### src/rtl/addr_decode_pkg.sv
/*
  package for the slave address decoder: modifier codes, address fields,
  power-up defaults and timing counts.
  assumes a 20 MHz module clock.
*/
package addr_decode_pkg;
    localparam int unsigned CLOCK_HZ          = 20_000_000;
    localparam logic [5:0]  AM_A24_LO         = 6'h38;
    localparam logic [5:0]  AM_A24_HI         = 6'h3f;
    localparam logic [5:0]  AM_A32_LO         = 6'h08;
    localparam logic [5:0]  AM_A32_HI         = 6'h0f;
    localparam logic [5:0]  AM_MCST_SUP_BLT   = 6'h0e;
    localparam logic [5:0]  AM_MCST_SUP_MBLT  = 6'h0d;
    localparam logic [5:0]  AM_MCST_NP_BLT    = 6'h0a;
    localparam logic [5:0]  AM_MCST_NP_MBLT   = 6'h09;
    localparam logic [5:0]  AM_CBLT_SUP_BLT   = 6'h0f;
    localparam logic [5:0]  AM_CBLT_SUP_MBLT  = 6'h0c;
    localparam logic [5:0]  AM_CBLT_NP_BLT    = 6'h0b;
    localparam logic [5:0]  AM_CBLT_NP_MBLT   = 6'h08;
    localparam int          A24_BASE_LSB      = 16;
    localparam int          A32_BASE_LSB      = 16;
    localparam int          CHAIN_BYTE_LSB    = 24;
    localparam int          CHAIN_ZERO_LSB    = 16;
    localparam logic [7:0]  CHAIN_BYTE_RST    = 8'haa;
    localparam logic [7:0]  CHAIN_MID_FIELD   = 8'h00;
    localparam int          GEO_WIDTH         = 5;
    localparam logic [4:0]  GEO_RST           = 5'h00;
    localparam logic [15:0] BUF_OFFSET_LO     = 16'h0000;
    localparam logic [15:0] BUF_OFFSET_HI     = 16'h0ffc;
    localparam logic [15:0] CHAIN_ADDR_OFFSET = 16'h1010;
    localparam logic [15:0] CHAIN_CTRL_OFFSET = 16'h1012;
    localparam logic [15:0] GEO_OFFSET        = 16'h1000;
    localparam logic [15:0] MCST_WR_LO        = 16'h1000;
    localparam logic [15:0] MCST_WR_HI        = 16'h10ff;
    localparam logic        TRIG_MATCH_RST    = 1'b0;
    localparam logic [15:0] WIN_WIDTH_RST     = 16'h0014;
    localparam logic [15:0] WIN_OFFSET_RST    = 16'hffd8;
    localparam logic [15:0] EXTRA_SEARCH_RST  = 16'h0008;
    localparam logic [15:0] REJECT_MARGIN_RST = 16'h0004;
    localparam logic        EDGE_LEADING      = 1'b1;
    localparam int          RES_PS            = 25;
    localparam int          DEAD_NS           = 5;
    localparam logic [9:0]  FIFO_SIZE_RST     = 10'h100;
    localparam logic [7:0]  HITS_UNLIMITED    = 8'h00;
    localparam logic [11:0] CHAN_OFFSET_RST   = 12'h000;
    localparam int          CONFIG_MS         = 2000;
    localparam int          CONFIG_CYCLES     = CLOCK_HZ / 1000 * CONFIG_MS;
    localparam int          BUF_CLEAR_WORDS   = 32768;

    typedef enum logic [1:0] {
        CHAIN_INACTIVE,
        CHAIN_LAST,
        CHAIN_FIRST,
        CHAIN_MIDDLE
    } chain_pos_type;

    typedef enum logic [1:0] {
        ACC_NONE,
        ACC_BASE,
        ACC_MCST,
        ACC_CBLT
    } access_type;

    typedef enum {
        PWR_CLEAR,
        PWR_CONFIG,
        PWR_READY
    } pwr_state_type;
endpackage

### src/rtl/slave_addr_decode.sv
/*
  slave address decoder with chained-board logic and power-up defaults.
  assumes address, modifier and strobes are synchronous to i_clock and
  the buffer clear pulse empties one word per cycle.
*/
`timescale 1ns/1ps
module slave_addr_decode
    import addr_decode_pkg::*;
#(
    parameter int CONFIG_COUNT = CONFIG_CYCLES,
    parameter int CLEAR_COUNT  = BUF_CLEAR_WORDS
) (
    input  wire logic        i_clock,
    input  wire logic        i_sys_rst,
    input  wire logic [3:0]  i_switch_d3,
    input  wire logic [3:0]  i_switch_d2,
    input  wire logic [3:0]  i_switch_d1,
    input  wire logic [3:0]  i_switch_d0,
    input  wire logic [31:0] i_addr,
    input  wire logic [5:0]  i_am,
    input  wire logic        i_write,
    input  wire logic        i_strobe,
    input  wire logic [31:0] i_wdata,
    input  wire logic        i_iack_in_n,
    input  wire logic        i_board_done,
    input  wire logic        i_buf_full,
    input  wire logic        i_tdc_error,
    input  wire logic        i_data_ready,
    output logic             o_select,
    output logic [1:0]       o_access,
    output logic [15:0]      o_offset,
    output logic             o_iack_out_n,
    output logic [7:0]       o_chain_byte,
    output logic [1:0]       o_chain_pos,
    output logic [4:0]       o_geo,
    output logic             o_buf_clear,
    output logic             o_acq_ready,
    output logic             o_trig_match,
    output logic [15:0]      o_win_width,
    output logic [15:0]      o_win_offset,
    output logic [15:0]      o_extra_search,
    output logic [15:0]      o_reject_margin,
    output logic             o_edge_leading,
    output logic [9:0]       o_fifo_size,
    output logic [7:0]       o_max_hits,
    output logic             o_all_chan_en,
    output logic [11:0]      o_chan_offset,
    output logic             o_full_lamp,
    output logic             o_error_lamp,
    output logic             o_data_ready_lamp
);
    localparam int CNT_W      = $clog2(CONFIG_COUNT + CLEAR_COUNT + 1);
    localparam int LAMP_COUNT = 3;
    localparam int FLAG_FIRST = 1;
    localparam int FLAG_LAST  = 0;
    localparam int OFFSET_W   = CHAIN_ZERO_LSB;

    pwr_state_type    pwr_r;
    pwr_state_type    pwr_nxt;
    logic [CNT_W-1:0] cnt_r;
    logic [CNT_W-1:0] cnt_nxt;
    logic [7:0]       chain_byte_r;
    logic [7:0]       chain_byte_nxt;
    logic             first_r;
    logic             first_nxt;
    logic             last_r;
    logic             last_nxt;
    logic [4:0]       geo_r;
    logic [4:0]       geo_nxt;
    logic             select_r;
    logic             select_nxt;
    access_type       access_r;
    access_type       access_nxt;
    logic [15:0]      offset_r;
    logic [15:0]      offset_nxt;

    logic [15:0]      switch_base;
    logic             am_a24;
    logic             am_a32;
    logic             am_mcst;
    logic             am_cblt;
    logic             base24_hit;
    logic             base32_hit;
    logic             chain_hit;
    logic             mcst_ok;
    logic             cblt_ok;
    logic             chain_cycle;
    logic             have_token;
    chain_pos_type    pos;
    logic             base_wr;
    logic [LAMP_COUNT-1:0] lamp_r;
    logic [LAMP_COUNT-1:0] lamp_nxt;
    logic [LAMP_COUNT-1:0] lamp_src;
    logic [OFFSET_W-1:0]   addr_offset;

    // power-up: clear buffer, then hold the configuring lamps
    always_comb begin
        pwr_nxt = pwr_r;
        cnt_nxt = cnt_r;
        case (pwr_r)
            PWR_CLEAR: begin
                cnt_nxt = cnt_r + 1'b1;
                if (cnt_r == CNT_W'(CLEAR_COUNT - 1)) begin
                    pwr_nxt = PWR_CONFIG;
                    cnt_nxt = '0;
                end
            end
            PWR_CONFIG: begin
                cnt_nxt = cnt_r + 1'b1;
                if (cnt_r == CNT_W'(CONFIG_COUNT - 1)) begin
                    pwr_nxt = PWR_READY;
                    cnt_nxt = '0;
                end
            end
            PWR_READY: begin
                cnt_nxt = '0;
            end
            default: begin
                pwr_nxt = PWR_CLEAR;
                cnt_nxt = '0;
            end
        endcase
    end

    always_ff @(posedge i_clock) begin
        if (i_sys_rst) begin
            pwr_r <= PWR_CLEAR;
            cnt_r <= '0;
        end else begin
            pwr_r <= pwr_nxt;
            cnt_r <= cnt_nxt;
        end
    end

    assign o_buf_clear       = (pwr_r == PWR_CLEAR);
    assign o_acq_ready       = (pwr_r == PWR_READY);

    // lamps registered so a status glitch never reaches the front panel
    assign lamp_src = {i_buf_full, i_tdc_error, i_data_ready};
    always_comb begin
        lamp_nxt = lamp_src;
        if (pwr_r != PWR_READY) begin
            lamp_nxt = '1;
        end
    end

    always_ff @(posedge i_clock) begin
        if (i_sys_rst) begin
            lamp_r <= '1;
        end else begin
            lamp_r <= lamp_nxt;
        end
    end

    assign o_full_lamp       = lamp_r[2];
    assign o_error_lamp      = lamp_r[1];
    assign o_data_ready_lamp = lamp_r[0];

    // fixed defaults; the engine always sees these, no register here can reprogram them
    assign o_trig_match    = TRIG_MATCH_RST;
    assign o_win_width     = WIN_WIDTH_RST;
    assign o_win_offset    = WIN_OFFSET_RST;
    assign o_extra_search  = EXTRA_SEARCH_RST;
    assign o_reject_margin = REJECT_MARGIN_RST;
    assign o_edge_leading  = EDGE_LEADING;
    assign o_fifo_size     = FIFO_SIZE_RST;
    assign o_max_hits      = HITS_UNLIMITED;
    assign o_all_chan_en   = 1'b1;
    assign o_chan_offset   = CHAN_OFFSET_RST;

    // address modifier classes
    assign switch_base = {i_switch_d3, i_switch_d2, i_switch_d1, i_switch_d0};
    assign am_a24  = (i_am >= AM_A24_LO) && (i_am <= AM_A24_HI);
    assign am_a32  = (i_am >= AM_A32_LO) && (i_am <= AM_A32_HI);
    assign am_mcst = (i_am == AM_MCST_SUP_BLT) || (i_am == AM_MCST_SUP_MBLT) ||
                     (i_am == AM_MCST_NP_BLT)  || (i_am == AM_MCST_NP_MBLT);
    assign am_cblt = (i_am == AM_CBLT_SUP_BLT) || (i_am == AM_CBLT_SUP_MBLT) ||
                     (i_am == AM_CBLT_NP_BLT)  || (i_am == AM_CBLT_NP_MBLT);

    // a24 uses the low two digits only
    assign base24_hit = am_a24 && (i_addr[23:A24_BASE_LSB] == switch_base[7:0]);
    assign base32_hit = am_a32 && (i_addr[31:A32_BASE_LSB] == switch_base);
    assign chain_hit  = (pos != CHAIN_INACTIVE)
                     && (i_addr[31:CHAIN_BYTE_LSB] == chain_byte_r)
                     && (i_addr[23:CHAIN_ZERO_LSB] == CHAIN_MID_FIELD);
    assign mcst_ok = chain_hit && i_write && am_mcst
                  && (addr_offset >= MCST_WR_LO) && (addr_offset <= MCST_WR_HI);
    assign cblt_ok = chain_hit && !i_write && am_cblt
                  && (addr_offset <= BUF_OFFSET_HI);
    assign chain_cycle = mcst_ok || cblt_ok;
    assign pos = chain_pos_type'({first_r, last_r});
    assign addr_offset = i_addr[OFFSET_W-1:0];

    chain_token u_token (
        .i_clock        (i_clock),
        .i_sys_rst      (i_sys_rst),
        .i_pos          (pos),
        .i_cycle_active (i_strobe),
        .i_chain_cycle  (chain_cycle),
        .i_iack_in_n    (i_iack_in_n),
        .i_board_done   (i_board_done),
        .o_have_token   (have_token),
        .o_iack_out_n   (o_iack_out_n)
    );

    // base hit wins over chain hit when both match
    always_comb begin
        select_nxt = 1'b0;
        access_nxt = ACC_NONE;
        // latched every cycle; only meaningful while select is high
        offset_nxt = addr_offset;
        if (i_strobe && o_acq_ready) begin
            if (base24_hit || base32_hit) begin
                select_nxt = 1'b1;
                access_nxt = ACC_BASE;
            end else if (mcst_ok && have_token) begin
                select_nxt = 1'b1;
                access_nxt = ACC_MCST;
            end else if (cblt_ok && have_token) begin
                select_nxt = 1'b1;
                access_nxt = ACC_CBLT;
            end
        end
    end

    // chain settings are written through the base address only
    assign base_wr = i_strobe && i_write && o_acq_ready && (base24_hit || base32_hit);
    always_comb begin
        chain_byte_nxt = chain_byte_r;
        first_nxt      = first_r;
        last_nxt       = last_r;
        geo_nxt        = geo_r;
        if (base_wr && (addr_offset == CHAIN_ADDR_OFFSET)) begin
            chain_byte_nxt = i_wdata[7:0];
        end
        if (base_wr && (addr_offset == CHAIN_CTRL_OFFSET)) begin
            first_nxt = i_wdata[FLAG_FIRST];
            last_nxt  = i_wdata[FLAG_LAST];
        end
        if (base_wr && (addr_offset == GEO_OFFSET)) begin
            geo_nxt = i_wdata[GEO_WIDTH-1:0];
        end
    end

    always_ff @(posedge i_clock) begin
        if (i_sys_rst) begin
            select_r     <= 1'b0;
            access_r     <= ACC_NONE;
            offset_r     <= '0;
            chain_byte_r <= CHAIN_BYTE_RST;
            first_r      <= 1'b0;
            last_r       <= 1'b0;
            geo_r        <= GEO_RST;
        end else begin
            select_r     <= select_nxt;
            access_r     <= access_nxt;
            offset_r     <= offset_nxt;
            chain_byte_r <= chain_byte_nxt;
            first_r      <= first_nxt;
            last_r       <= last_nxt;
            geo_r        <= geo_nxt;
        end
    end

    assign o_select     = select_r;
    assign o_access     = access_r;
    assign o_offset     = offset_r;
    assign o_chain_byte = chain_byte_r;
    assign o_chain_pos  = {first_r, last_r};
    assign o_geo        = geo_r;
endmodule // slave_addr_decode

### src/rtl/chain_token.sv
/*
  token holder for the chained access daisy chain.
  assumes the backplane acknowledge chain arrives synchronous to i_clock.
*/
`timescale 1ns/1ps
module chain_token
    import addr_decode_pkg::*;
(
    input  wire logic          i_clock,
    input  wire logic          i_sys_rst,
    input  wire chain_pos_type i_pos,
    input  wire logic          i_cycle_active,
    input  wire logic          i_chain_cycle,
    input  wire logic          i_iack_in_n,
    input  wire logic          i_board_done,
    output logic               o_have_token,
    output logic               o_iack_out_n
);
    logic done_r;
    logic done_nxt;

    // first board owns the token from the start; others wait for iack
    logic has_in;
    always_comb begin
        has_in   = (i_pos == CHAIN_FIRST) ? 1'b1 : ~i_iack_in_n;
        done_nxt = done_r;
        if (!i_cycle_active) begin
            done_nxt = 1'b0;
        end else if (i_chain_cycle && has_in && i_board_done) begin
            done_nxt = 1'b1;
        end
    end

    always_ff @(posedge i_clock) begin
        if (i_sys_rst) begin
            done_r <= 1'b0;
        end else begin
            done_r <= done_nxt;
        end
    end

    always_comb begin
        o_have_token = 1'b0;
        o_iack_out_n = 1'b1;
        if (i_pos == CHAIN_INACTIVE) begin
            o_iack_out_n = i_iack_in_n;
        end else if (i_chain_cycle && has_in) begin
            o_have_token = ~done_r;
            o_iack_out_n = ~done_r;
        end
    end
endmodule // chain_token

### config.mk
export PLATFORM = sky130hd
export DESIGN_NAME = slave_addr_decode
export DESIGN_NICKNAME = d
export VERILOG_FILES = /design/src/rtl/addr_decode_pkg.sv /design/src/rtl/slave_addr_decode.sv /design/src/rtl/chain_token.sv
export SDC_FILE = /design/constraint.sdc
export NUM_CORES = 1
export LEC_CHECK = 0
export ABC_AREA = 1
export BUFFER_PORTS_ARGS = -buffer_cell sky130_fd_sc_hd__buf_2
export CAP_MARGIN = 20
export CELL_PAD_IN_SITES_DETAIL_PLACEMENT = 0
export CELL_PAD_IN_SITES_GLOBAL_PLACEMENT = 2
export CORE_MARGIN = 5
export CORE_UTILIZATION = 24
export DETAILED_ROUTE_END_ITERATION = 8
export PLACE_DENSITY = 0.91
export REMOVE_ABC_BUFFERS = 1
export SETUP_SLACK_MARGIN = 0.4
export SLEW_MARGIN = 20
export SYNTH_ARGS = -nofsm -noshare
export SYNTH_HDL_FRONTEND = slang
export SYNTH_SLANG_ARGS = --single-unit
### constraint.sdc
create_clock -name i_clock -period 5.05 [get_ports i_clock]
set_input_delay 1.01 -clock i_clock [delete_from_list [all_inputs] [get_ports i_clock]]
set_output_delay 1.01 -clock i_clock [all_outputs]
set_load 0.005 [all_outputs]
==> flow_summary.ini <==
[synthesis]
yosysUniqueCellTypes = 28
postSynthAreaPerCell_sq_um = 6.63
ys_warn_count = 0
ys_seq_elements = 66
synth_area_sq_mm = 0.00419
synth_cells = 632
ys_seq_area_share_pct = 31.5

[timing]
maxSlewViolCount = 0
rsz0062_at_grt = no
slew_headroom_pct = 56.0
hold_viol = 0
worstMarginPinSlew_ns = 0.655
post-route-period-util_pct = 66.0
fin_setup_tns_ns = 0
setup_violations = 0
fin_skew_ns = 0.00612
fmax_ghz = 0.300
fin_crit_ns = 3.33

[placement]
port_buffers = 109
gp_congestion = 0.840
hpwl_mm = 9.37

[run]
maxCapViolCount = 0

[floorplanning]
rows = 48
die_w_um = 142
core_sq_mm = 0.0172
initial_core_util_pct = 24.3
die-area_sq_mm = 0.0202
die_h_um = 142
boundaryPins = 232

[routing]
drt_iter0_markers = 148
drt-total-wl_mm = 11.3
post_drt_via_cell_ratio = 3.86
vias = 3742
met2WireLength_mm = 5.27
wire_per_inst_um = 11.6
dr.pass1.iters = 4
dr_wl_met3_um = 823
top_layer = met5
wl_met1_mm = 5.04
drc_errors = 0
drt.antenna.violating_nets = 0

[worst_setup_path]
cp_max_fo = 3
cp_cell_sequence = buf_2 -> nor2_1 -> inv_1 -> nor3_1 -> nand2_1 -> nor2_1 -> nand3_1 -> nand2_1 -> nand3_1 -> o21ai_0 -> inv_1 -> buf_2
critPathRequiredTime_ns = 4.04
end_kind = output port
slowest_delay_ns = 0.23
cp-start-kind = input pin
worst_ep_arrival_time_ns = 2.32
worst_path_max_delay_cell = nor3_1
criticalPathCategory = input pin to output port
reg2regPathDepth = 10

[clock_tree]
cts_tree = done
cts_root_buf = clkbuf_16
cts_buffers = 9
htree_levels = 3
clock-sinks = 66
cts-hold-fix-buffers = 0
clk_latency_ns = 0.33
path_clk_slew_ns = 0.05
cts_setup_buffers = 0
clock_path_buffers = 2
cts-resized-gates = 0

[power]
power.share.combinational_pct = 9.3
power_density_mw_per_mm2 = 261
p_int_mw = 0.974
power_switching_mw = 0.300
finalPower_mw = 1.27
seqPwrFrac_pct = 41.9
pwr-share-clk_pct = 48.8
irDropWorstVdd_v = 0.000123
switching_share_pct = 23.6
leakage_nw = 2.44

[cells_and_area]
drive_gt1_share_pct = 18.8
insertedDiodeCount = 0
syn2layout_area_growth_pct = 16.6
nets = 838

[grt]
grt-ovfl-total = 0
grt_pass1_vias = 3408
grt_max_degree = 30
grt_pass1_wl_mm = 16.9
antenna_found_initial = 1
grt_usage_pct = 10.4

[hold_path]
hold_path_depth = 1
hold_class = flip-flop to flip-flop

[status]
status = completed
[worst paths after layout]
kind | start | to | slack, ns
setup / recovery | i_addr[9] | o_iack_out_n | 1.72
hold / removal | cnt_r[0] | cnt_r[0] | 0.47
setup reg to reg | cnt_r[0] | cnt_r[19] | 3.01
hold reg to reg | cnt_r[0] | cnt_r[0] | 0.47
[layout by cell type, fill, tap and decap left out, drive strengths merged]
cell type,Yosys,routed
clkbuf,3,11
nor3b,2,2
bufinv,0,1
ha,1,1
buf,103,110
a21oi,13,13
o21ai,8,8
xnor2,4,4
nand4,30,30
nand2,135,135
conb,2,97
nand3b,2,2
o22ai,1,1
dfxtp,66,66
xor2,19,19
nand3,28,28
or2,5,5
clkinv,0,2
o31ai,1,1
inv,86,86
nor2,105,105
nor3,18,18
[state kept, by name, indices dropped and copies added (netlist names)]
name	cells
u_token.done_r	1
o_chain_byte	8
first_r	1
pwr_r	2
o_offset	16
o_select	1
o_geo	5
o_access	2
lamp_r	3
last_r	1
cnt_r	26
[critical path, delay by kind of cell]
family,cells,cell delay (ns)
simple gates,7,0.86
compound gates,1,0.10
buf+inv,4,0.36
[routing by layer]
layer,global-route usage [%],up-vias
li1,-,1975
met5,0,-
met1,13.8,1630
met3,2.39,10
met4,3.03,2
met2,17.0,125
[layout make-up]
cell class / instances / area (sq um)
clock buffer: 11 / 253
clock inverter: 3 / 40.0
fill: 1973 / 12400
inverter: 86 / 323
multi-input combinational: 469 / 2110
sequential: 66 / 1320
tap: 225 / 282
timing repair buffer: 110 / 553
[cells in the mapped netlist]
library cell,n,area share (%)
nand3b_1,2,0.36
xnor2_1,4,0.84
nor3_2,1,0.24
xor2_1,19,4.0
nand4_1,30,4.5
or2_2,5,0.75
inv_2,1,0.090
o21ai_0,8,0.96
buf_2,1,0.12
conb_1,2,0.18
buf_4,100,18
inv_1,85,7.6
o31ai_1,1,0.18
nor3_1,17,2.0
nor2_1,101,9.1
nand3_2,1,0.24
nor2_2,4,0.60
dfxtp_1,66,32
nand2_2,3,0.45
a21oi_1,13,1.6
nand2_4,1,0.27
ha_1,1,0.30
nand3_1,27,3.2
o22ai_1,1,0.15
buf_6,2,0.54
clkbuf_1,3,0.27
nor3b_1,2,0.36
nand2_1,131,12
[power by group through the flow]
stage / combinational [mW] / clock (mW) / sequential, mW
after floorplan: 0.0604 / 0 / 0.545
after global placement: 0.117 / 0 / 0.544
after detailed placement: 0.118 / 0 / 0.545
after CTS: 0.118 / 0.640 / 0.533
after global routing: 0.137 / 0.663 / 0.534
final: 0.119 / 0.622 / 0.534
[kinds of logic after synthesis]
family | after synthesis | share of synthesized area (%)
AND/OR/NAND/NOR | 325 | 33.8
buffers and inverters | 192 | 26.6
flip-flops | 66 | 31.5
AO/OA/AOI/OAI | 23 | 2.84
XOR/XNOR | 23 | 4.81
other | 2 | 0.179
adder cells (fa/ha/maj) | 1 | 0.299
[stage by stage]
step	instance area [sq um]	utilization, %	std cells	hold slack (ns)	worst slack [ns]
floorplan	3760	-	621	0.430	2.20
global placement	4590	26.6	956	0.448	1.67
detailed placement	4590	26.6	956	0.453	1.67
CTS	4880	28.3	970	0.467	1.66
global route	4880	28.3	970	0.494	1.49
finish	4880	28.3	970	0.466	1.72
No activity file was read; power rests on OpenSTA's default activity.
